===== src/rtl/bmcphy_pkg.sv =====
// package for the biphase mark line coder and decoder
package bmcphy_pkg;
	// ****************************************
	// timing
	// ****************************************
	localparam int CLK_HZ = 100_000_000;
	localparam int BIT_RATE_HZ = 300_000;
	localparam int HALF_BIT_CYC = CLK_HZ / (2 * BIT_RATE_HZ);
	localparam int CNT_W = 16;
	// receiver: a toggle within this window around mid cell counts as a one
	localparam int MID_LO_CYC = (HALF_BIT_CYC * 3) / 4;
	localparam int MID_HI_CYC = (HALF_BIT_CYC * 5) / 4;
	// no edge for this long ends a received frame
	localparam int RX_IDLE_CYC = HALF_BIT_CYC * 4;
	// ****************************************
	// level and enable constants
	// ****************************************
	localparam logic LINE_LOW = 1'b0;
	localparam logic OE_DRIVE = 1'b0;
	localparam logic OE_RELEASE = 1'b1;
	// ****************************************
	// types
	// ****************************************
	typedef enum logic [1:0] {
		BMC_TX_IDLE = 2'b00,
		BMC_TX_LEAD = 2'b01,
		BMC_TX_DATA = 2'b10,
		BMC_TX_TAIL = 2'b11
	} bmc_tx_state_t;

	typedef struct packed {
		logic pin_a_out;
		logic pin_a_oe_n;
		logic pin_b_out;
		logic pin_b_oe_n;
	} bmc_pins_t;

	typedef struct packed {
		logic valid;
		logic data;
		logic last;
	} bmc_bit_t;
endpackage


===== src/rtl/bmcphy_top.sv =====
// biphase mark line coder, pin steering and receive path for the cc wire
//
// Overview of operation
// - toggle line at every bit cell start
// - one bits add a mid-cell toggle
// - preamble begins with line held low
// - receiver locks even without first edge
// - closing toggle after final end-of-packet bit
// - drive only orientation-selected channel pin
// - disparity stays within one bit
// - drive while sending, release when idle
// - single talker; others stay released
module bmcphy_top
	import bmcphy_pkg::*;
(
	// clock and reset
	input wire logic clk_sys,
	input wire logic sys_rst,
	// orientation from attach detection
	input wire logic orient_flip,
	// transmit bit stream
	input wire logic tx_start,
	input wire logic tx_valid,
	input wire logic tx_data,
	input wire logic tx_last,
	output logic tx_ready_r,
	output logic tx_busy_r,
	// receive bit stream
	output logic rx_valid_r,
	output logic rx_data_r,
	output logic rx_end_r,
	// channel pins
	input wire logic config_channel_pin_a_in,
	input wire logic config_channel_pin_b_in,
	output bmc_pins_t pins_r
);
	// ****************************************
	// half-bit timebase
	// ****************************************
	logic [CNT_W-1:0] half_cnt_r;
	logic half_tick;
	bmc_tx_state_t state_r;
	bmc_tx_state_t state_nxt;
	logic level_r;
	logic phase_r;
	logic cur_bit_r;
	logic cur_last_r;
	logic have_bit_r;
	logic orient_r;
	logic config_channel_pin_selected;
	bmc_bit_t rx_bit;

	assign half_tick = (half_cnt_r == CNT_W'(HALF_BIT_CYC - 1));

	always_ff @(posedge clk_sys) begin
		if (sys_rst || state_r == BMC_TX_IDLE) begin
			half_cnt_r <= '0;
		end else if (half_tick) begin
			half_cnt_r <= '0;
		end else begin
			half_cnt_r <= half_cnt_r + CNT_W'(1);
		end
	end

	// ****************************************
	// transmit sequencer
	// ****************************************
	always_comb begin
		state_nxt = state_r;
		case (state_r)
			BMC_TX_IDLE: begin
				if (tx_start) begin
					state_nxt = BMC_TX_LEAD;
				end
			end
			BMC_TX_LEAD: begin
				if (half_tick && phase_r) begin
					state_nxt = BMC_TX_DATA;
				end
			end
			BMC_TX_DATA: begin
				if (half_tick && phase_r && cur_last_r) begin
					state_nxt = BMC_TX_TAIL;
				end
			end
			BMC_TX_TAIL: begin
				if (half_tick) begin
					state_nxt = BMC_TX_IDLE;
				end
			end
			default: state_nxt = BMC_TX_IDLE;
		endcase
	end

	always_ff @(posedge clk_sys) begin
		if (sys_rst) begin
			state_r <= BMC_TX_IDLE;
		end else begin
			state_r <= state_nxt;
		end
	end

	// phase: 0 = first half of cell, 1 = second half
	always_ff @(posedge clk_sys) begin
		if (sys_rst || state_r == BMC_TX_IDLE) begin
			phase_r <= 1'b0;
		end else if (half_tick) begin
			phase_r <= ~phase_r;
		end
	end

	// bit staging: next bit taken at the end of each cell
	always_ff @(posedge clk_sys) begin
		if (sys_rst) begin
			cur_bit_r <= 1'b0;
			cur_last_r <= 1'b0;
			have_bit_r <= 1'b0;
			tx_ready_r <= 1'b0;
		end else begin
			tx_ready_r <= (state_r == BMC_TX_LEAD || state_r == BMC_TX_DATA)
				&& !have_bit_r && !tx_ready_r;
			if (tx_ready_r && tx_valid) begin
				have_bit_r <= 1'b1;
			end else if (half_tick && phase_r && state_r != BMC_TX_IDLE) begin
				have_bit_r <= 1'b0;
			end
			if (half_tick && phase_r && have_bit_r) begin
				cur_bit_r <= tx_data;
				cur_last_r <= tx_last;
			end
		end
	end
	// source must hold tx_data/tx_last once accepted until the cell end

	// line level
	always_ff @(posedge clk_sys) begin
		if (sys_rst || state_r == BMC_TX_IDLE) begin
			level_r <= LINE_LOW;
		end else if (half_tick) begin
			if (phase_r && state_r != BMC_TX_TAIL) begin
				// lead cell ends with the first edge; last data cell ends with the closing edge, tail holds
				level_r <= ~level_r;
			end else if (!phase_r && state_r == BMC_TX_DATA && cur_bit_r) begin
				level_r <= ~level_r;
			end
		end
	end
	// balanced one cells and alternating zero cells bound disparity to one bit

	always_ff @(posedge clk_sys) begin
		if (sys_rst) begin
			tx_busy_r <= 1'b0;
			orient_r <= 1'b0;
		end else begin
			tx_busy_r <= (state_nxt != BMC_TX_IDLE);
			if (state_r == BMC_TX_IDLE) begin
				orient_r <= orient_flip;
			end
		end
	end

	// ****************************************
	// pin steering
	// ****************************************
	always_ff @(posedge clk_sys) begin
		if (sys_rst) begin
			pins_r <= '{LINE_LOW, OE_RELEASE, LINE_LOW, OE_RELEASE};
		end else begin
			pins_r.pin_a_out <= level_r;
			pins_r.pin_b_out <= level_r;
			// lead cell holds low while driving, tail releases after closing edge
			pins_r.pin_a_oe_n <= (state_r != BMC_TX_IDLE && !orient_r)
				? OE_DRIVE : OE_RELEASE;
			pins_r.pin_b_oe_n <= (state_r != BMC_TX_IDLE && orient_r)
				? OE_DRIVE : OE_RELEASE;
		end
	end

	// ****************************************
	// receive path
	// ****************************************
	assign config_channel_pin_selected = orient_r ? config_channel_pin_b_in
		: config_channel_pin_a_in;

	// own transmission is not decoded
	bmc_rx u_rx (
		.clk_sys(clk_sys),
		.sys_rst(sys_rst),
		.line_in(config_channel_pin_selected),
		.enable(state_r == BMC_TX_IDLE),
		.rx_bit(rx_bit)
	);

	always_ff @(posedge clk_sys) begin
		if (sys_rst) begin
			rx_valid_r <= 1'b0;
			rx_data_r <= 1'b0;
			rx_end_r <= 1'b0;
		end else begin
			rx_valid_r <= rx_bit.valid;
			rx_data_r <= rx_bit.data;
			rx_end_r <= rx_bit.last;
		end
	end
endmodule


===== src/rtl/bmc_rx.sv =====
// biphase mark decoder for one sampled line
module bmc_rx
	import bmcphy_pkg::*;
(
	// clock and reset
	input wire logic clk_sys,
	input wire logic sys_rst,
	// line
	input wire logic line_in,
	input wire logic enable,
	// decoded bits
	output bmc_bit_t rx_bit
);
	logic prev_r;
	logic [CNT_W-1:0] cnt_r;
	logic locked_r;
	logic mid_seen_r;
	logic edge_w;

	assign edge_w = line_in ^ prev_r;

	always_ff @(posedge clk_sys) begin
		if (sys_rst) begin
			prev_r <= LINE_LOW;
		end else begin
			prev_r <= line_in;
		end
	end

	// any edge may open the first cell, so a lost first edge only costs preamble bits
	always_ff @(posedge clk_sys) begin
		if (sys_rst || !enable) begin
			cnt_r <= '0;
			locked_r <= 1'b0;
			mid_seen_r <= 1'b0;
			rx_bit <= '0;
		end else begin
			rx_bit <= '0;
			if (edge_w) begin
				if (locked_r && cnt_r >= CNT_W'(MID_LO_CYC) && cnt_r <= CNT_W'(MID_HI_CYC)
					&& !mid_seen_r) begin
					mid_seen_r <= 1'b1;
				end else begin
					if (locked_r) begin
						rx_bit.valid <= 1'b1;
						rx_bit.data <= mid_seen_r;
					end
					locked_r <= 1'b1;
					cnt_r <= '0;
					mid_seen_r <= 1'b0;
				end
			end else if (locked_r) begin
				if (cnt_r == CNT_W'(RX_IDLE_CYC)) begin
					locked_r <= 1'b0;
					rx_bit.last <= 1'b1;
				end else begin
					cnt_r <= cnt_r + CNT_W'(1);
				end
			end
		end
	end
endmodule


===== config.mk =====
export PLATFORM = sky130hd
export DESIGN_NAME = bmcphy_top
export DESIGN_NICKNAME = d
export VERILOG_FILES = /design/src/rtl/bmcphy_pkg.sv /design/src/rtl/bmcphy_top.sv /design/src/rtl/bmc_rx.sv
export SDC_FILE = /design/constraint.sdc
export NUM_CORES = 1
export LEC_CHECK = 0
export BUFFER_PORTS_ARGS = -buffer_cell sky130_fd_sc_hd__buf_2
export CAP_MARGIN = 20
export CORE_UTILIZATION = 40
export CTS_BUF_LIST = sky130_fd_sc_hd__clkbuf_8
export DETAILED_ROUTE_END_ITERATION = 10
export SYNTH_ARGS = -nofsm -noshare
export SYNTH_HDL_FRONTEND = slang
export SYNTH_SLANG_ARGS = --single-unit

===== constraint.sdc =====
create_clock -name clk_sys -period 2.43 [get_ports clk_sys]
set_input_delay 0.243 -clock clk_sys [delete_from_list [all_inputs] [get_ports clk_sys]]
set_output_delay 0.243 -clock clk_sys [all_outputs]
set_load 0.01 [all_outputs]

## After elaboration in Yosys (flattened, before gate mapping)

Cells that the tools add are included.

| cells by class | value |
|---|---|
| equality and inequality tests | 8 |
| reduce and logical (&&, ||, !) cells | 36 |
| bitwise logic cells | 5 |
| $lt $le $gt $ge | 2 |
| add/subtract/negate cells | 2 |
| mux-type cells | 23 |

Operators by type and width:

| kind | count |
|---|---|
| $mux 16 | 4 |
| $add 16x1->16 const B | 2 |
| $eq 16x10->1 const B | 1 |
| $eq 16x8->1 const B | 1 |
| $ge 16x7->1 const B | 1 |
| $le 16x8->1 const B | 1 |
| $logic_and 1x1->1 | 15 |
| $mux 1 | 13 |
| $mux 2 | 5 |
| $reduce_bool 2->1 | 5 |
| $pmux 2 s4 | 1 |
| $logic_not 1->1 | 6 |
| $reduce_or 3->1 | 2 |
| $eq 2x2->1 const B | 2 |
| $ne 2x2->1 const B | 2 |
| $not 1->1 | 4 |
| $reduce_or 4->1 | 1 |
| $logic_or 1x1->1 | 3 |
| $reduce_and 3->1 | 1 |
| $eq 2x1->1 const B | 1 |
| $logic_not 2->1 | 1 |
| $ne 2x1->1 const B | 1 |
| $reduce_and 2->1 | 1 |
| $reduce_or 2->1 | 1 |
| $xor 1x1->1 | 1 |

| storage, ports and cells | value |
|---|---|
| register bits after elaboration | 54 |
| output and inout bits | 9 |

## Logic depth before layout (Yosys ltp)

Gate-level depths: netlist of run 1.

| depth | value |
|---|---|
| depth in word-level cells | 6 |
| gate-level depth with buffers | 9 |
| depth with buffers taken out | 8 |

## By module

From an unflattened synthesis of run 1, not the netlist that was laid out.

| unflattened totals | value |
|---|---|
| cell total of the unflattened synthesis | 275 |
| area, all modules | 2615.0 um^2 |

Modules (own cells, without submodules):

| module | area each (um^2) | sequential area each (um^2) | times used | cells each |
|---|---|---|---|---|
| bmcphy_top | 1403.8 | 640.6 | 1 | 150 |
| bmc_rx | 1211.2 | 440.4 | 1 | 125 |

## Worst setup path before layout of run 1

No wires, ideal clock.

| timing path | value |
|---|---|
| path type | reg-to-reg |
| start | reg u_rx.cnt_r[0] |
| end | reg u_rx.cnt_r[14] |
| slack | 0.366 ns |
| buffers on the path | 1 |
| clock period less this slack | 2.064 ns |
| data required time | 2.360 ns |
| stages on the path, launching flop included | 10 |
| library setup time | 0.070 ns |
| data arrival time | 1.994 ns |
| path through | dfxtp_1 -> inv_1 -> ha_1 -> and4b_1 -> nand4_1 -> nand3b_4 -> and2_1 -> buf_2 -> or4_1 -> a21oi_1 |

| between the ends | value |
|---|---|
| longest elaborated chain between the ends | 6 |
| elaborated cells between the ends (all ways) | 13 |
| those cells by class | 1 x add/sub; 2 x order compare; 3 x eq/ne; 3 x mux; 4 x reduce/logical |

RTL lines:

| item | line | source |
|---|---|---|
| from (decl) | bmc_rx.sv:15 | `logic [CNT_W-1:0] cnt_r;` |
| from (signal assigned) | bmc_rx.sv:57 | `cnt_r <= cnt_r + CNT_W'(1);` |
| $ge 16x7->1 | bmc_rx.sv:40 | `if (locked_r && cnt_r >= CNT_W'(MID_LO_CYC) && cnt_r <= CNT_W'(MID_HI_CYC)` |
| $logic_and 1x1->1 (2 in a row) | bmc_rx.sv:40 |  |
| $logic_and 1x1->1 | bmc_rx.sv:41 | `&& !mid_seen_r) begin` |
| $ne 2x2->1 (no line) | n/a |  |
| $reduce_and 3->1 (no line) | n/a |  |

Parallel ways exist; a longest one is shown, timed or not. The select of a mux whose other input is x is not followed.
A chain may end at the register's enable or synchronous reset.

## Final worst setup path of run 1

| timing path | value |
|---|---|
| start | reg u_rx.cnt_r[1] |
| end | reg u_rx.cnt_r[14] |

The elaborated chain is that of the path after synthesis.

==> results of run 1 <==
## worst max-delay path, delay by kind of cell, from the launching register on
| family | cells | cell delay, ps |
|---|---|---|
| buf+inv | 1 | 70 |
| flops | 1 | 460 |
| simple gates | 5 | 1360 |
| fa+ha+maj | 1 | 190 |
| compound gates | 1 | 140 |
## state kept, by name, summed over array words and instances (netlist names), 2 cells and up
register,cells
half_cnt_r,16
u_rx.rx_bit,3
state_r,2
pins_r,3
u_rx.cnt_r,16
## per-layer routing
layer / global-route usage / routed length, µm
met1: 0.191 / 2190
met2: 0.254 / 1970
met3: 0.0356 / 180
met4: 0.0600 / 35
met5: 0 / 0
## stage by stage
stage	power, µW	instances	hold WS (ps)
after global routing	1720	358	123
after CTS	1660	358	124
after floorplan	1010	264	349
final	1640	358	136
after detailed placement	1060	351	426
after global placement	1050	351	419
## cell type report
| cell class | instances | area share |
|---|---|---|
| Clock buffer | 6 | 0.0308 |
| Multi-Input combinational cell | 193 | 0.459 |
| Sequential cell | 54 | 0.403 |
| Inverter | 8 | 0.0112 |
| Clock inverter | 1 | 0.0112 |
| Timing Repair Buffer | 24 | 0.0513 |
| Tap cell | 72 | 0.0336 |
## cell usage in the layout (no fill, tap or decap), types with 7 or more instances in the layout
cell and n:
sky130_fd_sc_hd__dfxtp_1 54, sky130_fd_sc_hd__nor2_1 41, sky130_fd_sc_hd__nand2_1 18, sky130_fd_sc_hd__xnor2_1 17
sky130_fd_sc_hd__buf_2 17, sky130_fd_sc_hd__nand3_1 16, sky130_fd_sc_hd__a21oi_1 14, sky130_fd_sc_hd__xor2_1 10
sky130_fd_sc_hd__inv_1 8, sky130_fd_sc_hd__nand4_1 8, sky130_fd_sc_hd__ha_1 8, sky130_fd_sc_hd__buf_4 7
## final timing paths
check / start / end / slack [ps] / cells past startpoint
worst max-delay path: u_rx.cnt_r[1] / u_rx.cnt_r[14] / 150 / 8
worst min-delay path: orient_flip / orient_r / 140 / 3
worst min register to register: u_rx.rx_bit[0] / rx_end_r / 440 / 1
worst max register to register: u_rx.cnt_r[1] / u_rx.cnt_r[14] / 150 / 8
## power by group through the flow
| stage | registers, µW | logic, µW | clock network [µW] |
|---|---|---|---|
| 3_5_place_dp | 933 | 122 | 0 |
| 3_3_place_gp | 933 | 122 | 0 |
| 5_1_grt | 916 | 137 | 664 |
| 6_report | 912 | 123 | 602 |
| 2_1_floorplan | 934 | 80.3 | 0 |
| 4_1_cts | 913 | 123 | 626 |
## cells by family (layout without fill, tap and decap cells)
logic type / Yosys count / in the layout
multiplexers: 2 / 2
adder cells (fa/ha/maj): 8 / 8
XOR/XNOR: 28 / 28
AO/OA/AOI/OAI: 32 / 32
AND/OR/NAND/NOR: 123 / 123
buffers and inverters: 17 / 39
flip-flops: 54 / 54
==> results.md, run 1 <==
Cells and area:
- In the final layout, the share of cells above drive strength 1 is 0.129.
- The finished layout cell area is 2680 µm².
- The final net count is 303.
- The number of antenna diodes in the final layout is 0.
- The layout has 559 filler cells.
- The area occupied by multi-input gates is 1230 µm².
- Measured on the finished design, the core utilization comes to 0.478.
- The area growth from synthesis to layout is 12.6%.
- The sequential cell area in the final layout is 1080 µm².

Placement:
- After detailed placement, the total cell area comes to 2570 µm².
- Port buffering added 17 buffers.
- OpenSTA, run right after detailed placement, puts the worst setup slack at 211 ps.
- At the end of routability-driven placement, the weighted congestion stood at 0.880.
- Detailed placement ended at an HPWL of 3.18 mm.

Yosys:
- Of the total synthesized cell area, the portion taken by XOR and XNOR cells is 0.106.
- The mapped netlist covers 2380 µm².
- Yosys attributes the largest share of cell area to sky130_fd_sc_hd__dfxtp_1, sky130_fd_sc_hd__nor2_1, sky130_fd_sc_hd__xnor2_1.
- Of the total synthesized cell area, the portion taken by full adders, half adders and majority gates is 0.0420.
- The number of synthesis warnings is 0.
- A synthesized cell averages 9.02 µm².
- When the netlist entered floorplanning its net count stood at 281.
- For this run, the leading register cell type out of synthesis is sky130_fd_sc_hd__dfxtp_1.
- After technology mapping, the gate count stands at 264.
- The biggest area consumer among synthesized cells is sky130_fd_sc_hd__dfxtp_1.
- The number of library cell types mapped by synthesis is 43.
- The share of cell area taken by muxes after synthesis is 0.00998.
- Of the total synthesized cell area, the portion taken by AND, OR, NAND and NOR gates is 0.270.
- The proportion of synthesized chip area in sequential cells is 0.454.
- The most repeated cell in the gate-level netlist after synthesis is sky130_fd_sc_hd__dfxtp_1.
- The fraction of post-synthesis cell area in the top cell type by area is 0.454.
- The register bit count reported by yosys is 54.
- In this run, synthesis inferred 0 flip-flops with an integrated enable.
- For this run, asynchronously set or reset flops after synthesis account for 0.
- Counting instances in the post-synthesis netlist gives the leading cell types as sky130_fd_sc_hd__dfxtp_1, sky130_fd_sc_hd__nor2_1, sky130_fd_sc_hd__nand2_1, sky130_fd_sc_hd__xnor2_1, sky130_fd_sc_hd__nand3_1.
- The post-synthesis compound-gate area fraction came to 0.0882.
- By area, the combinational part of the netlist is dominated by simple AND/OR/NAND/NOR gates.

Timing:
- The slew of the pin with the lowest slew margin is 558 ps.
- The worst pin sits at a relative slew slack of 0.618.
- The count of endpoints failing hold in the final timing report came to 0.
- Setup repair after global routing left no endpoint under its margin.
- In the final timing run, aggregate negative setup slack is 0 ps.
- In the finished design, the share of the clock period the worst path needs comes to 0.940.
- Setup violations remaining at the end of the flow were counted as 0.
- The final count of pins violating max slew is 0.
- The worst path needs 2280 ps of the cycle, external delays included.
- Setup slack on the critical path of the routed design comes to 146 ps.
- The highest achievable clock rate is 438 MHz.
- On the final layout, the worst clock skew is 7.06 ps.

Clock tree:
- The TritonCTS clock tree is built.
- The clock passes through at most 2 buffers.
- The clock tree root buffer cell is sky130_fd_sc_hd__clkbuf_8.
- The number of buffers inserted by hold repair at cts is 0.
- After clock tree synthesis, the clock-pin slew on the worst setup and hold paths is 90 ps.
- In this run the number of H-tree levels came out at 2.
- The clock net in this run drives a total of 54 sinks.
- The clock buffer count from CTS is 5.
- After clock tree synthesis, the repair step resized 0 gates.
- The number of post-CTS setup repair buffers is 0.
- The later pin in the worst-skew pair is clocked with a latency of 300 ps.

Floorplan:
- The die outline height is 79.2 µm.
- The number of cell rows is 27.
- The area of the die is 6270 µm².
- The top-level I/O count is 18.
- The die is 79.2 µm wide.
- For this configuration, the core starts out at a cell density of 0.425.
- The floorplan core area is 5610 µm².

Worst setup path:
- The signal on the critical path passes through inv_1, ha_1, and4b_1, nand4_1, nand3b_4, and2_1, or4_1, a21oi_1.
- Along the worst path, the maximum fanout reaches 14.
- The kind of end point of the critical path is a flip-flop.
- For this run, the slowest stage of the critical path takes 510 ps.
- Data on the critical path is required at its endpoint by 2670 ps.
- The worst setup path is of the flip-flop to flip-flop kind.
- STA puts the critical path data arrival time at 2530 ps.
- The cell type of the slowest stage on the worst timing path is sky130_fd_sc_hd__or4_1.
- STA classifies the critical path startpoint as a flip-flop.

Route:
- The number of detailed-routing iterations run before antenna repair is 4.
- The number of routed nets with antenna violations is 0.
- The remaining routing DRC violations is 0.
- The overall via count from detail_route is 1,846.
- The post-detailed-routing wire length is 4.38 mm.
- The detail-routed via count per cell is 5.16.
- The DRC marker count from the first detailed-route iteration is 83.
- The detailed-route wire length per cell is 12.2 µm.

Global route:
- The overall routing resource usage is 0.153.
- The overflow left after global routing is 0.
- Entering global routing, the biggest net connects 17 pins.
- The global-route wire length before repair is 7.66 mm.
- The initial antenna violation count is 0.
- The number of global-route vias before repair is 1,741.

Power:
- The switching power is 359 µW.
- The maximum resistive drop on vdd is 239 µV.
- Of the total power, registers draw 0.557.
- The power density over the cells is 611 nW/µm².
- The leakage dissipation is 0.000924 µW.
- Of the total power, the clock network draws 0.368.
- The share of total power consumed by net switching is 0.219.
- The internal power is 1280 µW.
- The share of total power in combinational logic is 0.075.

Flow run:
- The tool flagged a number of max-cap violations equal to 0.

Status:
- The flow ran to the end, and the final reports show no timing, DRC or antenna violations.

Min path:
- The path class of the tightest hold or removal check is primary input to flip-flop.
Note: power is estimated with default switching activity, not from simulation.
==> run 2: changes to the inputs <==
--- a/config.mk
+++ b/config.mk
@@ -7,9 +7,10 @@
 export LEC_CHECK = 0
 export BUFFER_PORTS_ARGS = -buffer_cell sky130_fd_sc_hd__buf_2
 export CAP_MARGIN = 20
-export CORE_UTILIZATION = 40
+export CORE_UTILIZATION = 60
 export CTS_BUF_LIST = sky130_fd_sc_hd__clkbuf_8
 export DETAILED_ROUTE_END_ITERATION = 10
+export PLACE_DENSITY = 0.8
 export SYNTH_ARGS = -nofsm -noshare
 export SYNTH_HDL_FRONTEND = slang
 export SYNTH_SLANG_ARGS = --single-unit
==> run 2 against run 1 <==
Non-clock buffer count unchanged. Hold slack improved by 7.4 ps. Die area decreased by 33%. Final cell count decreased by 6.4%. Clock skew increased by 1.0 ps.
==> results.md, run 2 (synthesized netlist as in run 1, its figures left out) <==
Timing:
- The final number of setup-violating endpoints is 0 (unchanged).
- The count of endpoints failing hold in the final timing report is 0 (unchanged).
- The final clock period utilization by the worst path is 0.949 (+0.00922).
- The slew of the pin with the lowest slew margin was 645 ps (+87.0 ps).
- The worst slew slack as a fraction of its limit is 0.567 (-0.0512).
- The final count of pins violating max slew is 0 (unchanged).
- The setup skew after layout is 8.06 ps (+1.00 ps).
- The post-layout worst setup margin is 124 ps (-22.4 ps).
- The total negative slack for setup checks is 0 ps (unchanged).
- The post-route minimum period is 2310 ps (+22.4 ps).
- Setup repair after global routing left no endpoint under its margin.
- The highest achievable clock rate is 434 MHz (-0.97%).

Power:
- The leakage dissipation came to 0.000915 µW (-1.0%).
- The share of total power consumed by net switching came to 0.234 (+0.0151).
- The internal power is 1180 µW (-8.1%).
- The maximum resistive drop on vdd is 437 µV (+82%).
- The power density over the cells was 583 nW/µm² (-4.6%).
- The share of total power in sequential cells is 0.594 (+0.037).
- The power share of the clock group came to 0.327 (-0.041).
- The switching power came to 359 µW (+0.15%).
- The share of total power in combinational logic is 0.079 (+0.004).

Route:
- The number of routed nets with antenna violations is 0 (unchanged).
- The overall via count from detail_route is 1,891 (+2.4%).
- The remaining routing DRC violations is 0 (unchanged).
- The post-detailed-routing wire length is 4.29 mm (-2.2%).
- The number of detailed-routing iterations run before antenna repair is 4 (unchanged).
- The detailed-route wire length per cell is 12.8 µm (+4.5%).
- The DRC marker count from the first detailed-route iteration is 116 (+40%).
- The detail-routed via count per cell came to 5.64 (+9.5%).

Flow run:
- The number of max-cap violations is 0 (unchanged).

Clock tree:
- The root buffer cell chosen for the clock tree is sky130_fd_sc_hd__clkbuf_8.
- The clock buffer count from CTS is 5 (unchanged).
- The number of post-CTS setup repair buffers is 0 (unchanged).
- The number of gates resized after CTS was 0 (unchanged).
- The clock slew seen by the registers of the worst setup and hold paths was 90 ps (about the same).
- The latest clock arrival within the worst-skew pair is 300 ps (about the same).
- The clock net sink count came to 54 (unchanged).
- The TritonCTS clock tree is built.
- The number of buffers inserted by hold repair at cts is 0 (unchanged).
- The largest buffer count on any clock path was 2 (unchanged).
- The H-tree depth was 2 (unchanged).

Cells and area:
- The proportion of layout cells with a drive suffix above 1 came to 0.132 (+0.00303).
- The total inserted antenna cells came to 0 (unchanged).
- The utilization after layout is 0.704 (+0.226).
- In the final layout, the registers with the most flip-flops are half_cnt_r: 16 flops, u_rx.cnt_r: 16 flops.
- The finished layout cell area is 2640 µm² (-1.8%).
- The final net count was 303 (unchanged).
- Leaving out fill and tap cells, the most frequent cells in the layout are sky130_fd_sc_hd__dfxtp_1, sky130_fd_sc_hd__nor2_1, sky130_fd_sc_hd__nand2_1.
- Leaving out fill and tap cells, the most frequent cell in the layout is sky130_fd_sc_hd__dfxtp_1.
- The area growth from synthesis to layout is 10.6%.

Placement:
- The last weighted congestion value of the routability-driven placer is 0.958 (+8.8%).
- The total cell area at the placement stage is 2540 µm² (-1.2%).
- The placed wire-length estimate after detailed placement is 3.12 mm (-1.9%).
- The count of input and output buffers is 17 (unchanged).
- The post-place setup slack is 161 ps (-49.8 ps).

Floorplan:
- The number of cell rows is 22 (-19%).
- The floorplan core area is 3740 µm² (-33%).
- The area of the die is 4230 µm² (-33%).
- The x dimension of the die was 65.0 µm (-18%).
- The initial standard-cell utilization of the core came to 0.636 (+0.212).
- The top-level I/O count is 18 (unchanged).
- The die outline height is 65.0 µm (-18%).

Global route:
- The overflow left after global routing is 0 (unchanged).
- The global-route wire length before repair is 7.18 mm (-6.2%).
- The pin count of the biggest net entering global routing came to 17 (unchanged).
- The overall routing resource usage came to 0.221 (+0.0672).
- The initial antenna violation count is 0 (unchanged).
- The number of global-route vias before repair was 1,621 (-6.9%).

Status:
- The run finished with clean final reports.

Worst setup path:
- The worst setup path is of the flip-flop to flip-flop kind.
- The signal on the critical path passes through inv_1, ha_1, and4b_1, nand4_1, nand3b_4, and2_1, or4_1, a21oi_1.
- The delay of the slowest cell on the worst path came to 520 ps (about the same).
- The category of cells accounting for the largest share of critical-path delay is simple AND/OR/NAND/NOR gates.
- The largest fanout on the critical path is 14 (unchanged).
- The worst setup path is captured at a flip-flop.
- The startpoint kind of the worst setup timing path is a flip-flop.
- The worst path arrival time is 2540 ps (about the same).
- The slowest stage of the critical path belongs to the cell sky130_fd_sc_hd__or4_1.
- The data required time at the worst endpoint is 2660 ps (about the same).
- The buffering stage count on the worst path with inverters included is 1 (unchanged).

Min path:
- The path type of the worst min-delay path is primary input to flip-flop.
## run 2: per-stage QoR
step           cells  hold WS, ps  total power [µW]
3_3_place_gp     327          418              1050
2_1_floorplan    264          349              1010
3_5_place_dp     327          421              1050
4_1_cts          335          136              1550
5_1_grt          335          162              1600
6_report         335          143              1540
## run 2: final cells by class
class / count / area (µm²)
Clock inverter: 2 / 12.5
Tap cell: 48 / 60.1
Inverter: 8 / 30.0
Timing Repair Buffer: 24 / 138
Clock buffer: 6 / 82.6
Multi-Input combinational cell: 193 / 1230
Fill cell: 301 / 1110
Sequential cell: 54 / 1080
## run 2: worst paths after layout
check / from / endpoint / slack, ps / depth (start not counted)
setup / recovery: u_rx.cnt_r[1] / u_rx.cnt_r[14] / 120 / 8
hold / removal: orient_flip / orient_r / 140 / 3
setup reg to reg: u_rx.cnt_r[1] / u_rx.cnt_r[14] / 120 / 8
hold reg to reg: orient_r / pins_r[0] / 440 / 1
## run 2: per-layer routing
layer  wire [µm]  GRT usage  up-vias
li1            -          -      956
met1        2150      0.299      876
met2        1860      0.341       52
met3         217     0.0528        7
met4          61     0.0788        0
met5           0          0        -
## run 2: worst register-to-register path, delay by kind of cell (launching register included)
family | cells | cell delay [ps]
adders and majority gates | 1 | 170
DFF | 1 | 460
AOI/OAI and AO/OA | 1 | 160
and+or+nand+nor | 5 | 1380
buffers and inverters | 1 | 70
## run 2: power groups by stage
stage / Combinational (µW) / Clock (µW) / Sequential [µW]
2_1_floorplan: 80.3 / 0 / 934
3_3_place_gp: 117 / 0 / 932
3_5_place_dp: 120 / 0 / 933
4_1_cts: 121 / 521 / 912
5_1_grt: 133 / 557 / 915
6_report: 121 / 502 / 912
